**config.mk**
```make
export PLATFORM = sky130hd
export DESIGN_NAME = tses_core
export DESIGN_NICKNAME = d
export VERILOG_FILES = /design/src/hw/tses_pkg.sv /design/src/hw/tses_core.sv /design/src/hw/tses_regfile.sv
export SDC_FILE = /design/constraint.sdc
export NUM_CORES = 2
export LEC_CHECK = 0
export ABC_AREA = 0
export BUFFER_PORTS_ARGS = -buffer_cell sky130_fd_sc_hd__buf_2
export CAP_MARGIN = 40
export CORE_MARGIN = 3
export CORE_UTILIZATION = 30
export CTS_BUF_LIST = sky130_fd_sc_hd__clkbuf_16
export CTS_CLUSTER_DIAMETER = 50
export DETAILED_ROUTE_END_ITERATION = 10
export PLACE_DENSITY = 0.51
export SETUP_SLACK_MARGIN = 0.02
export SLEW_MARGIN = 10
export SYNTH_ARGS = -nofsm -noshare
export SYNTH_HDL_FRONTEND = slang
export SYNTH_SLANG_ARGS = --single-unit
```
**constraint.sdc**
```tcl
create_clock -name clk_i -period 6.7 [get_ports clk_i]
set_clock_uncertainty 0.15 [all_clocks]
set_input_delay 1.34 -clock clk_i [delete_from_list [all_inputs] [get_ports clk_i]]
set_output_delay 1.34 -clock clk_i [all_outputs]
set_load 0.02 [all_outputs]
```
**src/hw/tses_pkg.sv**
```systemverilog
// Constants, types and helper functions for the instruction subset execution unit
package tses_pkg;
	localparam int XLEN = 32;
	localparam logic [3:0] SP_IDX = 4'hd;
	localparam logic [3:0] LR_IDX = 4'he;
	localparam logic [3:0] LIST_TOP_IDX = 4'h8;
	localparam int FLAG_N = 3;
	localparam int FLAG_Z = 2;
	localparam int FLAG_C = 1;
	localparam int FLAG_V = 0;
	localparam int ISA_BIT = 0;
	localparam int LIST_W = 9;
	localparam logic [31:0] PC_RESET = 32'h0000_0000;
	localparam logic [31:0] SP_RESET = 32'h0000_0000;
	localparam logic [3:0] FLAGS_RESET = 4'h0;
	localparam logic [31:0] WORD_BYTES = 32'h0000_0004;
	localparam logic [31:0] SHORT_INSN_BYTES = 32'h0000_0002;
	localparam logic [31:0] LONG_INSN_BYTES = 32'h0000_0004;
	localparam logic [3:0] BE_WORD = 4'hf;
	localparam logic [3:0] BE_HALF_LO = 4'h3;
	localparam logic [3:0] BE_HALF_HI = 4'hc;
	localparam logic [3:0] BE_BYTE0 = 4'h1;

	typedef enum logic [3:0] {
		OP_MULTI_STORE = 4'h0,
		OP_PUSH = 4'h1,
		OP_POP = 4'h2,
		OP_AND_TEST = 4'h3,
		OP_HALFWORD_ZERO_EXTEND = 4'h4,
		OP_HALFWORD_STORE = 4'h5,
		OP_WORD_STORE = 4'h6,
		OP_BYTE_STORE = 4'h7,
		OP_INDIRECT_BRANCH = 4'h8,
		OP_INDIRECT_BRANCH_LINK = 4'h9,
		OP_BRANCH_LINK = 4'ha,
		OP_ROTATE_RIGHT_FLAGS = 4'hb,
		OP_REVERSE_SUBTRACT_FLAGS = 4'hc,
		OP_SUBTRACT_CARRY_FLAGS = 4'hd,
		OP_NOP = 4'he
	} tses_op_t;

	typedef enum logic [1:0] {
		ST_IDLE = 2'b00,
		ST_EXEC = 2'b01,
		ST_XFER = 2'b10,
		ST_FIN = 2'b11
	} tses_state_t;

	function automatic logic [32:0] add_carry(input logic [31:0] a, input logic [31:0] b, input logic cin);
		add_carry = {1'b0, a} + {1'b0, b} + {32'h0000_0000, cin};
	endfunction : add_carry

	function automatic logic add_ovf(input logic [31:0] a, input logic [31:0] b, input logic [31:0] s);
		add_ovf = (a[31] == b[31]) && (s[31] != a[31]);
	endfunction : add_ovf

	function automatic logic [31:0] list_bytes(input logic [LIST_W-1:0] list);
		logic [31:0] n;
		n = 32'h0000_0000;
		for (int i = 0; i < LIST_W; i++)
		begin
			n = n + {31'h0000_0000, list[i]};
		end
		list_bytes = n << 2;
	endfunction : list_bytes

	function automatic logic [3:0] lowest_idx(input logic [LIST_W-1:0] list);
		logic [3:0] r;
		r = 4'h0;
		for (int i = LIST_W - 1; i >= 0; i--)
		begin
			if (list[i])
			begin
				r = 4'(i);
			end
		end
		lowest_idx = r;
	endfunction : lowest_idx
endpackage : tses_pkg

```
**src/hw/tses_core.sv**
```systemverilog
// Execution unit for the stack, store, test, extend, branch and flag instructions
`timescale 1ns/10ps
module tses_core (
	input wire logic clk_i,
	input wire logic rst_b_i,
	input wire logic cmd_valid_i,
	output logic cmd_ready_o,
	input wire logic [3:0] op_i,
	input wire logic [2:0] rd_i,
	input wire logic [2:0] rn_i,
	input wire logic [2:0] rm_i,
	input wire logic use_imm_i,
	input wire logic [31:0] imm_i,
	input wire logic [8:0] reglist_i,
	output logic done_o,
	output logic fault_o,
	output logic [31:0] pc_o,
	output logic [3:0] flags_o,
	output logic mem_req_o,
	output logic mem_we_o,
	output logic [31:0] mem_addr_o,
	output logic [31:0] mem_wdata_o,
	output logic [3:0] mem_be_o,
	input wire logic mem_ack_i,
	input wire logic [31:0] mem_rdata_i,
	input wire logic dbg_wr_i,
	input wire logic [3:0] dbg_addr_i,
	input wire logic [31:0] dbg_wdata_i,
	output logic [31:0] dbg_rdata_o
);
	tses_pkg::tses_state_t state;
	tses_pkg::tses_op_t op_q;
	logic [3:0] rd_q;
	logic [3:0] rn_q;
	logic [3:0] rm_q;
	logic use_imm_q;
	logic [31:0] imm_q;
	logic [8:0] list_q;
	logic [31:0] addr_q;
	logic [31:0] base_new;
	logic multi_q;
	logic pc_loaded;
	logic rf_we;
	logic [3:0] rf_waddr;
	logic [31:0] rf_wdata;
	logic [3:0] ra_addr;
	logic [31:0] rf_a;
	logic [31:0] rf_b;
	logic [31:0] rf_c;
	logic [3:0] cur_idx;
	logic [3:0] cur_reg;
	logic [31:0] alu_res;
	logic [3:0] next_flags;
	logic [31:0] and_val;
	logic [32:0] sum;
	logic [31:0] rot_val;
	logic [4:0] rot_n;
	logic [31:0] st_addr;
	logic [31:0] link_val;
	logic [3:0] xfer_cnt;

	tses_regfile u_regfile (
		.clk_i(clk_i),
		.rst_b_i(rst_b_i),
		.we_i(rf_we),
		.waddr_i(rf_waddr),
		.wdata_i(rf_wdata),
		.raddr_a_i(ra_addr),
		.rdata_a_o(rf_a),
		.raddr_b_i(rm_q),
		.rdata_b_o(rf_b),
		.raddr_c_i(dbg_addr_i),
		.rdata_c_o(rf_c)
	);

	assign cur_idx = tses_pkg::lowest_idx(list_q);
	assign cur_reg = (cur_idx == tses_pkg::LIST_TOP_IDX) ? tses_pkg::LR_IDX : cur_idx;
	assign ra_addr = (state == tses_pkg::ST_XFER) ? (multi_q ? cur_reg : rd_q) : rn_q;
	assign and_val = rf_a & rf_b;
	assign rot_n = rf_b[4:0];
	assign rot_val = (rf_a >> rot_n) | (rf_a << (6'd32 - {1'b0, rot_n}));
	assign st_addr = rf_a + (use_imm_q ? imm_q : rf_b);

	// Result and flag computation for the one-cycle operations
	always_comb
	begin
		alu_res = rf_a;
		next_flags = flags_o;
		sum = 33'h0_0000_0000;
		link_val = pc_o + tses_pkg::SHORT_INSN_BYTES;
		unique case (op_q)
			tses_pkg::OP_AND_TEST:
			begin
				next_flags[tses_pkg::FLAG_N] = and_val[31];
				next_flags[tses_pkg::FLAG_Z] = (and_val == 32'h0000_0000);
			end
			tses_pkg::OP_HALFWORD_ZERO_EXTEND:
			begin
				alu_res = {16'h0000, rf_b[15:0]};
			end
			tses_pkg::OP_ROTATE_RIGHT_FLAGS:
			begin
				alu_res = (rot_n == 5'h00) ? rf_a : rot_val;
				next_flags[tses_pkg::FLAG_N] = alu_res[31];
				next_flags[tses_pkg::FLAG_Z] = (alu_res == 32'h0000_0000);
				if (rf_b[7:0] != 8'h00)
				begin
					next_flags[tses_pkg::FLAG_C] = alu_res[31];
				end
			end
			tses_pkg::OP_REVERSE_SUBTRACT_FLAGS:
			begin
				sum = tses_pkg::add_carry(32'h0000_0000, ~rf_a, 1'b1);
				alu_res = sum[31:0];
				next_flags = {sum[31], sum[31:0] == 32'h0000_0000, sum[32],
					tses_pkg::add_ovf(32'h0000_0000, ~rf_a, sum[31:0])};
			end
			tses_pkg::OP_SUBTRACT_CARRY_FLAGS:
			begin
				sum = tses_pkg::add_carry(rf_a, ~rf_b, flags_o[tses_pkg::FLAG_C]);
				alu_res = sum[31:0];
				next_flags = {sum[31], sum[31:0] == 32'h0000_0000, sum[32],
					tses_pkg::add_ovf(rf_a, ~rf_b, sum[31:0])};
			end
			tses_pkg::OP_BRANCH_LINK:
			begin
				link_val = pc_o + tses_pkg::LONG_INSN_BYTES;
			end
			default:
			begin
				alu_res = rf_a;
			end
		endcase
	end

	// Register write port selection
	always_comb
	begin
		rf_we = 1'b0;
		rf_waddr = rd_q;
		rf_wdata = alu_res;
		unique case (state)
			tses_pkg::ST_IDLE:
			begin
				rf_we = dbg_wr_i && !cmd_valid_i && (dbg_addr_i != 4'hf);
				rf_waddr = dbg_addr_i;
				rf_wdata = dbg_wdata_i;
			end
			tses_pkg::ST_EXEC:
			begin
				if (op_q == tses_pkg::OP_HALFWORD_ZERO_EXTEND || op_q == tses_pkg::OP_ROTATE_RIGHT_FLAGS ||
					op_q == tses_pkg::OP_REVERSE_SUBTRACT_FLAGS || op_q == tses_pkg::OP_SUBTRACT_CARRY_FLAGS)
				begin
					rf_we = 1'b1;
				end
				else if (op_q == tses_pkg::OP_INDIRECT_BRANCH_LINK || op_q == tses_pkg::OP_BRANCH_LINK)
				begin
					rf_we = 1'b1;
					rf_waddr = tses_pkg::LR_IDX;
					rf_wdata = link_val | 32'h0000_0001;
				end
			end
			tses_pkg::ST_XFER:
			begin
				rf_we = mem_req_o && mem_ack_i && !mem_we_o && (cur_idx != tses_pkg::LIST_TOP_IDX);
				rf_waddr = cur_idx;
				rf_wdata = mem_rdata_i;
			end
			tses_pkg::ST_FIN:
			begin
				rf_we = multi_q;
				rf_waddr = rn_q;
				rf_wdata = (op_q == tses_pkg::OP_PUSH) ? base_new : addr_q;
			end
		endcase
	end

	// Sequencing
	always_ff @(posedge clk_i)
	begin
		if (!rst_b_i)
		begin
			state <= tses_pkg::ST_IDLE;
			cmd_ready_o <= 1'b1;
			done_o <= 1'b0;
			op_q <= tses_pkg::OP_NOP;
			rd_q <= 4'h0;
			rn_q <= 4'h0;
			rm_q <= 4'h0;
			use_imm_q <= 1'b0;
			imm_q <= 32'h0000_0000;
			list_q <= 9'h000;
			multi_q <= 1'b0;
		end
		else
		begin
			done_o <= 1'b0;
			unique case (state)
				tses_pkg::ST_IDLE:
				begin
					if (cmd_valid_i)
					begin
						state <= tses_pkg::ST_EXEC;
						cmd_ready_o <= 1'b0;
						op_q <= tses_pkg::tses_op_t'(op_i);
						rd_q <= {1'b0, rd_i};
						rn_q <= (op_i == tses_pkg::OP_PUSH || op_i == tses_pkg::OP_POP) ? tses_pkg::SP_IDX : {1'b0, rn_i};
						rm_q <= {1'b0, rm_i};
						use_imm_q <= use_imm_i;
						imm_q <= imm_i;
						list_q <= (op_i == tses_pkg::OP_MULTI_STORE) ? {1'b0, reglist_i[7:0]} : reglist_i;
						multi_q <= (op_i == tses_pkg::OP_MULTI_STORE || op_i == tses_pkg::OP_PUSH || op_i == tses_pkg::OP_POP);
					end
				end
				tses_pkg::ST_EXEC:
				begin
					if (multi_q || op_q == tses_pkg::OP_HALFWORD_STORE || op_q == tses_pkg::OP_WORD_STORE ||
						op_q == tses_pkg::OP_BYTE_STORE)
					begin
						state <= (multi_q && list_q == 9'h000) ? tses_pkg::ST_FIN : tses_pkg::ST_XFER;
					end
					else
					begin
						state <= tses_pkg::ST_IDLE;
						cmd_ready_o <= 1'b1;
						done_o <= 1'b1;
					end
				end
				tses_pkg::ST_XFER:
				begin
					if (mem_req_o && mem_ack_i)
					begin
						list_q[cur_idx] <= 1'b0;
						if (!multi_q || (list_q & (list_q - 9'h001)) == 9'h000)
						begin
							state <= tses_pkg::ST_FIN;
						end
					end
				end
				tses_pkg::ST_FIN:
				begin
					state <= tses_pkg::ST_IDLE;
					cmd_ready_o <= 1'b1;
					done_o <= 1'b1;
				end
			endcase
		end
	end

	// Memory port and transfer address
	always_ff @(posedge clk_i)
	begin
		if (!rst_b_i)
		begin
			mem_req_o <= 1'b0;
			mem_we_o <= 1'b0;
			mem_addr_o <= 32'h0000_0000;
			mem_wdata_o <= 32'h0000_0000;
			mem_be_o <= 4'h0;
			addr_q <= 32'h0000_0000;
			base_new <= 32'h0000_0000;
		end
		else if (state == tses_pkg::ST_EXEC)
		begin
			unique case (op_q)
				tses_pkg::OP_PUSH:
				begin
					addr_q <= rf_a - tses_pkg::list_bytes(list_q);
					base_new <= rf_a - tses_pkg::list_bytes(list_q);
				end
				tses_pkg::OP_MULTI_STORE, tses_pkg::OP_POP:
				begin
					addr_q <= rf_a;
				end
				default:
				begin
					addr_q <= st_addr;
				end
			endcase
		end
		else if (state == tses_pkg::ST_XFER)
		begin
			if (!mem_req_o)
			begin
				mem_req_o <= 1'b1;
				mem_we_o <= (op_q != tses_pkg::OP_POP);
				mem_addr_o <= addr_q;
				unique case (op_q)
					tses_pkg::OP_HALFWORD_STORE:
					begin
						mem_wdata_o <= {2{rf_a[15:0]}};
						mem_be_o <= addr_q[1] ? tses_pkg::BE_HALF_HI : tses_pkg::BE_HALF_LO;
					end
					tses_pkg::OP_BYTE_STORE:
					begin
						mem_wdata_o <= {4{rf_a[7:0]}};
						mem_be_o <= tses_pkg::BE_BYTE0 << addr_q[1:0];
					end
					default:
					begin
						mem_wdata_o <= rf_a;
						mem_be_o <= tses_pkg::BE_WORD;
					end
				endcase
			end
			else if (mem_ack_i)
			begin
				mem_req_o <= 1'b0;
				addr_q <= addr_q + tses_pkg::WORD_BYTES;
			end
		end
	end

	// Program counter, flags and fault
	always_ff @(posedge clk_i)
	begin
		if (!rst_b_i)
		begin
			pc_o <= tses_pkg::PC_RESET;
			flags_o <= tses_pkg::FLAGS_RESET;
			fault_o <= 1'b0;
			pc_loaded <= 1'b0;
		end
		else
		begin
			if (state == tses_pkg::ST_IDLE && cmd_valid_i)
			begin
				fault_o <= 1'b0;
				pc_loaded <= 1'b0;
			end
			if (state == tses_pkg::ST_EXEC)
			begin
				flags_o <= next_flags;
				if (op_q == tses_pkg::OP_INDIRECT_BRANCH || op_q == tses_pkg::OP_INDIRECT_BRANCH_LINK)
				begin
					pc_o <= rf_b & ~32'h0000_0001;
					fault_o <= !rf_b[tses_pkg::ISA_BIT];
				end
				else if (op_q == tses_pkg::OP_BRANCH_LINK)
				begin
					pc_o <= pc_o + tses_pkg::LONG_INSN_BYTES + imm_q;
				end
				else if (!(multi_q || op_q == tses_pkg::OP_HALFWORD_STORE || op_q == tses_pkg::OP_WORD_STORE ||
					op_q == tses_pkg::OP_BYTE_STORE))
				begin
					pc_o <= pc_o + tses_pkg::SHORT_INSN_BYTES;
				end
			end
			if (state == tses_pkg::ST_XFER && mem_req_o && mem_ack_i && !mem_we_o &&
				cur_idx == tses_pkg::LIST_TOP_IDX)
			begin
				pc_o <= mem_rdata_i & ~32'h0000_0001;
				fault_o <= !mem_rdata_i[tses_pkg::ISA_BIT];
				pc_loaded <= 1'b1;
			end
			if (state == tses_pkg::ST_FIN && !pc_loaded)
			begin
				pc_o <= pc_o + tses_pkg::SHORT_INSN_BYTES;
			end
		end
	end

	always_ff @(posedge clk_i)
	begin
		if (!rst_b_i)
		begin
			dbg_rdata_o <= 32'h0000_0000;
		end
		else
		begin
			dbg_rdata_o <= (dbg_addr_i == 4'hf) ? pc_o : rf_c;
		end
	end

	// Words moved by the current command, counted apart from the address logic
	always_ff @(posedge clk_i)
	begin
		if (!rst_b_i)
		begin
			xfer_cnt <= 4'h0;
		end
		else if (state == tses_pkg::ST_IDLE && cmd_valid_i)
		begin
			xfer_cnt <= 4'h0;
		end
		else if (mem_req_o && mem_ack_i)
		begin
			xfer_cnt <= xfer_cnt + 4'h1;
		end
	end

	AST_MULTI_STEP: assert property (@(posedge clk_i) disable iff (!rst_b_i)
		(state == tses_pkg::ST_XFER && multi_q && mem_req_o && mem_ack_i && (list_q & (list_q - 9'h001)) != 9'h000)
		|-> ##2 (mem_req_o && mem_addr_o == $past(mem_addr_o, 2) + tses_pkg::WORD_BYTES))
		else $error("multi transfer address did not step by one word");
	AST_PUSH_SP: assert property (@(posedge clk_i) disable iff (!rst_b_i)
		(state == tses_pkg::ST_FIN && op_q == tses_pkg::OP_PUSH)
		|-> (rf_we && rf_waddr == tses_pkg::SP_IDX && rf_wdata == rf_a - {26'h0, xfer_cnt, 2'b00}))
		else $error("push stack pointer write back wrong");
	AST_POP_SP: assert property (@(posedge clk_i) disable iff (!rst_b_i)
		(state == tses_pkg::ST_FIN && op_q == tses_pkg::OP_POP)
		|-> ((rf_we && rf_waddr == tses_pkg::SP_IDX && rf_wdata == rf_a + {26'h0, xfer_cnt, 2'b00}) ##1 done_o))
		else $error("pop did not adjust stack pointer");
	AST_TEST_FLAGS: assert property (@(posedge clk_i) disable iff (!rst_b_i)
		(state == tses_pkg::ST_EXEC && op_q == tses_pkg::OP_AND_TEST) |=>
		(flags_o[1:0] == $past(flags_o[1:0]) && flags_o[tses_pkg::FLAG_Z] == ($past(and_val) == 32'h0000_0000)))
		else $error("and-test flags wrong");
	AST_ZEXT: assert property (@(posedge clk_i) disable iff (!rst_b_i)
		(state == tses_pkg::ST_EXEC && op_q == tses_pkg::OP_HALFWORD_ZERO_EXTEND) |->
		(rf_we && rf_wdata == {16'h0000, rf_b[15:0]}) ##1 $stable(flags_o))
		else $error("zero extend result or flags wrong");
	AST_HALF_BE: assert property (@(posedge clk_i) disable iff (!rst_b_i)
		(mem_req_o && op_q == tses_pkg::OP_HALFWORD_STORE) |->
		(mem_we_o && (mem_be_o == tses_pkg::BE_HALF_LO || mem_be_o == tses_pkg::BE_HALF_HI) &&
		mem_wdata_o[15:0] == mem_wdata_o[31:16]))
		else $error("halfword store lanes wrong");
	AST_WORD_STORE: assert property (@(posedge clk_i) disable iff (!rst_b_i)
		$rose(mem_req_o) && op_q == tses_pkg::OP_WORD_STORE |-> (mem_be_o == tses_pkg::BE_WORD && $stable(flags_o)))
		else $error("word store lanes or flags wrong");
	AST_PC_SELECT: assert property (@(posedge clk_i) disable iff (!rst_b_i)
		(state == tses_pkg::ST_EXEC && op_q == tses_pkg::OP_INDIRECT_BRANCH) |=>
		(pc_o[0] == 1'b0 && fault_o == !$past(rf_b[0])))
		else $error("branch target select bit handled wrong");
	AST_LINK_ODD: assert property (@(posedge clk_i) disable iff (!rst_b_i)
		(state == tses_pkg::ST_EXEC && rf_we && rf_waddr == tses_pkg::LR_IDX) |-> rf_wdata[0])
		else $error("link value bit 0 not set");
	AST_FLAG_KEEP: assert property (@(posedge clk_i) disable iff (!rst_b_i)
		(state == tses_pkg::ST_EXEC && op_q == tses_pkg::OP_ROTATE_RIGHT_FLAGS) |=>
		(flags_o[tses_pkg::FLAG_V] == $past(flags_o[tses_pkg::FLAG_V])))
		else $error("rotate changed overflow flag");
endmodule : tses_core

```
**src/hw/tses_regfile.sv**
```systemverilog
// General register bank with three read ports and one write port
`timescale 1ns/10ps
module tses_regfile (
	input wire logic clk_i,
	input wire logic rst_b_i,
	input wire logic we_i,
	input wire logic [3:0] waddr_i,
	input wire logic [31:0] wdata_i,
	input wire logic [3:0] raddr_a_i,
	output logic [31:0] rdata_a_o,
	input wire logic [3:0] raddr_b_i,
	output logic [31:0] rdata_b_o,
	input wire logic [3:0] raddr_c_i,
	output logic [31:0] rdata_c_o
);
	logic [31:0] regs [16];

	always_ff @(posedge clk_i)
	begin
		if (!rst_b_i)
		begin
			for (int i = 0; i < 16; i++)
			begin
				regs[i] <= (4'(i) == tses_pkg::SP_IDX) ? tses_pkg::SP_RESET : 32'h0000_0000;
			end
		end
		else if (we_i)
		begin
			regs[waddr_i] <= wdata_i;
		end
	end

	assign rdata_a_o = regs[raddr_a_i];
	assign rdata_b_o = regs[raddr_b_i];
	assign rdata_c_o = regs[raddr_c_i];
endmodule : tses_regfile
```
---- Yosys cells after proc, flatten, opt, wreduce, memory -nomap -nowiden ----
Memory sizes are Yosys's and may differ from the RTL's. A register that Yosys moved wholly into a read port is not among the register bits.
Cells that the tools add are included.
word-level totals
  register bits after elaboration ......... 265
  bits in writable memories ............... 512
  input bits .............................. 128
  output and inout port bits .............. 141
  logic and storage cells ................. 239
  memories kept ........................... 1
memory list
  memory          words  bits a word  read ports  clocked after memory_dff  write ports  RTL line            source
  u_regfile.regs  16     32           3           1                         16           tses_regfile.sv:16  logic [31:0] regs [16];
operators by class
  add/sub/neg operators ................... 19
  order comparisons ....................... 2
  equal/unequal tests ..................... 31
  shift operators ......................... 3
  multiplexer cells ....................... 80
  bitwise gates (word level) .............. 10
  reduce and logical (&&, ||, !) cells .... 68
operators with widths
  cell                     number
  $mux W32                 18
  $pmux W32 S4             2
  $logic_not A32 Y1        4
  $pmux W32 S2             2
  $mux W4                  19
  $add A32 B3 Y32 const B  2
  $add A32 B32 Y32         2
  $not A32 Y32             2
  $add A32 B1 Y33 const B  1
  $add A32 B32 Y33         1
  $add A33 B1 Y33          1
  $add A32 B2 Y32 const B  1
  $and A32 B32 Y32         1
  $eq A4 B4 Y1 const B     8
  $or A32 B32 Y32          1
  $reduce_or A32 Y1        1
  $shl A32 B6 Y32          1
  $shr A32 B5 Y32          1
  $sub A32 B11 Y32         1
  $mux W9                  3
  $mux W1                  21
  $and A9 B9 Y9            2
  $logic_not A9 Y1         2
  $pmux W9 S2              1
  48 further kinds         115

---- Logic depth before layout (Yosys ltp) ----
An unclocked memory read counts as a cell.
  depth after elaboration ................. 22
  mapped depth ............................ 34
  depth with buffers taken out ............ 27

---- Cells and area by module ----
From an unflattened synthesis, not the netlist that was laid out.
second synthesis, totals
  cell total of the unflattened synthesis .. 5970
  area, all modules ....................... 58382.2 µm²
by module, submodules not included
  module        times used  cells each  area each (µm²)  seq. area each (µm²)
  tses_regfile  1           1958        30239.0          15374.7
  tses_core     1           4012        28143.2          5305.1

---- Least setup slack after synthesis ----
OpenSTA, ideal clock, no wires.
  path kind ............................... register -> register
  from .................................... register state[0]
  to ...................................... memory u_regfile.regs[4][28] (data pin)
  setup time .............................. 265 ps
  arrival ................................. 6389 ps
  required time ........................... 6285 ps
  path slack .............................. -103 ps
  cell stages (with the launch flop) ...... 35
  buffers on the path ..................... 11
  clock period less this slack ............ 6803 ps
  cell sequence ........................... dfxtp_1 > inv_1 > ha_1 > buf_2 > buf_2 > buf_2 > buf_2 > buf_2 > buf_2 > buf_2 > buf_2 > o21ai_0 > o32ai_1 > o211ai_1 > o21ai_1 > a21oi_2 > buf_1 > fa_1 > fa_1 > o21bai_1 > a21oi_1 > o21ai_0 > a31oi_1 > o211ai_1 > a2111oi_0 > o31a_1 > o21a_1 > o21bai_1 > a21oi_1 > xor2_1 > a221oi_1 > or2_1 > buf_6 > buf_12 > nor2_4
RTL lines
  element                 RTL line            source
  from (decl)             tses_core.sv:31     tses_pkg::tses_state_t state;
  from (signal assigned)  tses_core.sv:183    state <= tses_pkg::ST_IDLE;
  from (signal assigned)  tses_core.sv:203    state <= tses_pkg::ST_EXEC;
  from (signal assigned)  tses_core.sv:220    state <= (multi_q && list_q == 9'h000) ? tses_pkg::ST_FIN : tses_pkg::ST_XFER;
  to (decl)               tses_regfile.sv:16

==> results.tsv <==
stage	metric	value	unit
layout	syn_to_final_growth	28.3	%
placement	hpwl	329000	microns
grt	grt_usage	39.3	%
placement	globalplace.congestion	1.10	
yosys	async_flop_share	0	%
worst_setup_path	worstReg2RegEnd	u_regfile.regs[10][28]	
floorplan	core_area	208000	sq um
floorplan	dieArea	216000	sq um
yosys	yosys.area_share.simple	18.6	%
status	status	complete, but fails checks	
min_path	holdPathStages	2	
power_and_ir_drop	peakVddDrop	0.000278	V
worst_setup_path	r2r-start	list_q[4]	
yosys	synth_compound_area_share	21.7	%
sta	drv_slew	0	
sta	finalSetupTns	-0.204	ns
worst_setup_path	crit_fanout	12	
worst_setup_path	crit_path_start_kind	register	
yosys	yosysSeqAreaShare	32.9	%
grt	grt-ovfl-total	0	
yosys	synth_cell_type_count	121	
detailed_routing	wl	443000	microns
sta	slew_headroom	30.3	%
yosys	synth_top_family_by_area	compound AO/OA/AOI/OAI gates	
clock_tree	cts-root-buf	clkbuf_16	
layout	n_fill_cell	21100	
floorplan	die_w	465	microns
yosys	yosys.area.top_type_share	24.4	%
worst_setup_path	crit_type	reg -> reg	
detailed_routing	ant_nets	0	
placement	numPortBuffers	268	
layout	stdcell_area	81000	sq um
min_path	hold_path_class	reg -> reg	
detailed_routing	drc_errors	0	
floorplan	start_util	30.3	%
floorplan	ios	269	
yosys	yosys.cell_count.top_type	nor2_1	
clock_tree	path_clk_slew	0.06	ns
layout	nNetsFinal	8421	
grt	grt_pass1_vias	67700	
sta	grt_setup_unrepaired	yes	
layout	drive_gt1_share	28.3	%
yosys	synthXorXnorAreaFrac	2.87	%
yosys	synth-warning-count	0	
clock_tree	cts_buffer_depth	3	
clock_tree	cts.htree.levels	4	
yosys	synth_area_leaders	edfxtp_1, mux4_2, dfxtp_1	
grt	grt_max_degree	118	
sta	fin_crit	6.73	ns
yosys	synth-seq-cells	780	
flow_run	maxCapViolations	0	
power_and_ir_drop	leakagePower	30.7	nW
detailed_routing	avgRoutedWirePerCell	40.1	microns
worst_setup_path	r2r_setup_slack	-0.03	ns
placement	dpl_cell_area	75100	sq um
sta	hold_viol_final	0	
detailed_routing	viasPerCell	6.54	
sta	finalCritPeriodShare	101	%
layout	fin_util	38.9	%
status	violations	setup timing	
yosys	syn-instance-count	7258	
yosys	yosysTopAreaCell	edfxtp_1	
worst_setup_path	worst_setup_path_end_kind	register	
detailed_routing	vias	72300	
yosys	synthesis.area	63100	sq um
worst_setup_path	cp.arrival	7.14	ns
clock_tree	cts_tree	done	
worst_setup_path	cp.required	7.10	ns
clock_tree	cts_hold_buf	0	
min_path	holdCritStartpoint	base_new[10]	
yosys	syn_nets	7538	
sta	setup_ws	-0.0342	ns
worst_setup_path	r2r.worst_path.cells	24	
yosys	ys_top_cells_by_count	nor2_1, nand2_1, edfxtp_1	
detailed_routing	drt_iter0_drc	11300	
yosys	synth_edf_count	512	
sta	fmax	148	MHz
grt	antenna_found_initial	28	
sta	tightestPinTransition	1.05	ns
clock_tree	clock_sinks	780	
min_path	hold_path_end	base_new[10]	
grt	grt_pass1_wl	589000	microns
clock_tree	clk_latency	0.84	ns
yosys	syn_avg_cell_area	8.70	sq um
yosys	ys.flop_type	edfxtp_1	
floorplan	die_h	465	microns
clock_tree	numCtsBuffers	137	
detailed_routing	dr.pass1.iters	8	
floorplan	rows	167	
yosys	synthAdderAreaFrac	3.15	%
power_and_ir_drop	p_per_area	303	nW/um^2
sta	finalSetupViolations	11	
yosys	synthMuxAreaShare	15.3	%
[how the worst max path moves through the flow]
stage                     startpoint                endpoint  slack (ns)  cells after the start
after global routing       list_q[4]   u_regfile.regs[4][31]       -0.08                     31
after CTS                  list_q[4]   u_regfile.regs[4][31]        0.02                     32
final                      list_q[4]  u_regfile.regs[10][28]       -0.03                     24
after global placement     list_q[4]   u_regfile.regs[3][27]       -1.29                     32
after floorplan             state[0]   u_regfile.regs[4][28]        0.07                     34
after detailed placement   list_q[4]  u_regfile.regs[11][27]       -0.83                     32
[critical path: stages (launching register included)]
cell	delay (ns)
dfxtp_1	0.34
or4_4	0.58
buf_4	0.18
o211ai_4	0.30
nand2_4	0.17
buf_8	0.20
buf_4	0.15
a2111oi_0	0.49
a311o_1	0.26
nand3_1	0.13
o21ai_2	0.11
buf_12	0.22
inv_1	0.09
buf_4	0.18
mux2i_1	0.71
buf_4	0.27
mux2_2	0.23
o22ai_1	0.25
o21ai_0	0.27
a22oi_1	0.11
buf_4	0.19
a221oi_1	0.25
or2_4	0.29
clkbuf_16	0.24
nor2_4	0.03
[repair_timing]
action | CTS | global route
setup buffers | 12 | 22
gates resized for setup | 66 | 102
gates cloned | 3 | 2
pin swaps | 18 | 38
setup endpoints to repair | 302 | 305
[layout by cell type, fill, tap and decap left out, types with 105 or more instances in the layout]
| cell type | Yosys | layout |
|---|---|---|
| ha_1 | 142 | 135 |
| o21ai_0 | 426 | 415 |
| edfxtp_1 | 512 | 512 |
| mux2i_1 | 231 | 229 |
| a31oi_1 | 127 | 124 |
| mux4_2 | 250 | 250 |
| inv_1 | 132 | 137 |
| buf_12 | 1 | 105 |
| a211oi_1 | 136 | 128 |
| nor3_1 | 151 | 140 |
| buf_4 | 29 | 1003 |
| o211ai_1 | 108 | 108 |
| nor2_1 | 900 | 891 |
| buf_2 | 133 | 270 |
| clkbuf_16 | 0 | 138 |
| xnor2_1 | 151 | 145 |
| nand2_1 | 866 | 826 |
| dfxtp_1 | 268 | 258 |
| nand3_1 | 272 | 269 |
| a21oi_1 | 487 | 473 |
| mux2_2 | 152 | 151 |
[cell type report]
cell class / instances / area (sq um) / area share, %
Sequential cell: 780 / 20800 / 25.6
Timing Repair Buffer: 1409 / 11500 / 14.2
Inverter: 147 / 568 / 0.701
Clock inverter: 112 / 1190 / 1.47
Multi-Input combinational cell: 5666 / 40000 / 49.4
Antenna cell: 18 / 45.0 / 0.0556
Clock buffer: 137 / 3430 / 4.23
Tap cell: 2788 / 3490 / 4.31
[state kept, by name, summed over array words and instances (netlist names), 3 cells and up, named ones only]
| signal | cells |
|---|---|
| rd_q | 3 |
| dbg_rdata_o | 32 |
| flags_o | 4 |
| imm_q | 32 |
| mem_addr_o | 32 |
| rn_q | 4 |
| mem_wdata_o | 32 |
| u_regfile.regs | 512 |
| pc_o | 32 |
| list_q | 9 |
| addr_q | 32 |
| base_new | 32 |
| op_q | 4 |
| mem_be_o | 4 |
| rm_q | 3 |
[where the power goes]
| group | internal [mW] | switching [mW] | total [mW] |
|---|---|---|---|
| logic | 4.01 | 7.57 | 11.6 |
| registers | 5.38 | 0.330 | 5.71 |
| clock network | 4.31 | 2.90 | 7.22 |
[per-stage QoR]
step | setup slack [ns] | hold WS [ns] | total power, mW | instances
2_1_floorplan | 0.0722 | 0.282 | 10.4 | 7258
3_3_place_gp | -1.29 | 0.288 | 16.5 | 10700
3_5_place_dp | -0.829 | 0.293 | 16.5 | 10800
4_1_cts | 0.0180 | 0.299 | 23.8 | 11000
5_1_grt | -0.0783 | 0.316 | 24.8 | 11000
6_report | -0.0342 | 0.299 | 24.5 | 11100
[layer usage]
layer	global-route usage, %	part of all wire [%]
met5	0	0.023
met3	11.7	12
met1	47.5	37
met2	57.8	42
met4	31.5	9.9
[cell families after synthesis]
family | count (synthesis)
flops | 780
buf+inv | 812
fa+ha+maj | 153
simple gates | 2622
mux | 633
xor+xnor | 207
compound gates | 2051
Note: power is estimated with default switching activity, not from simulation.
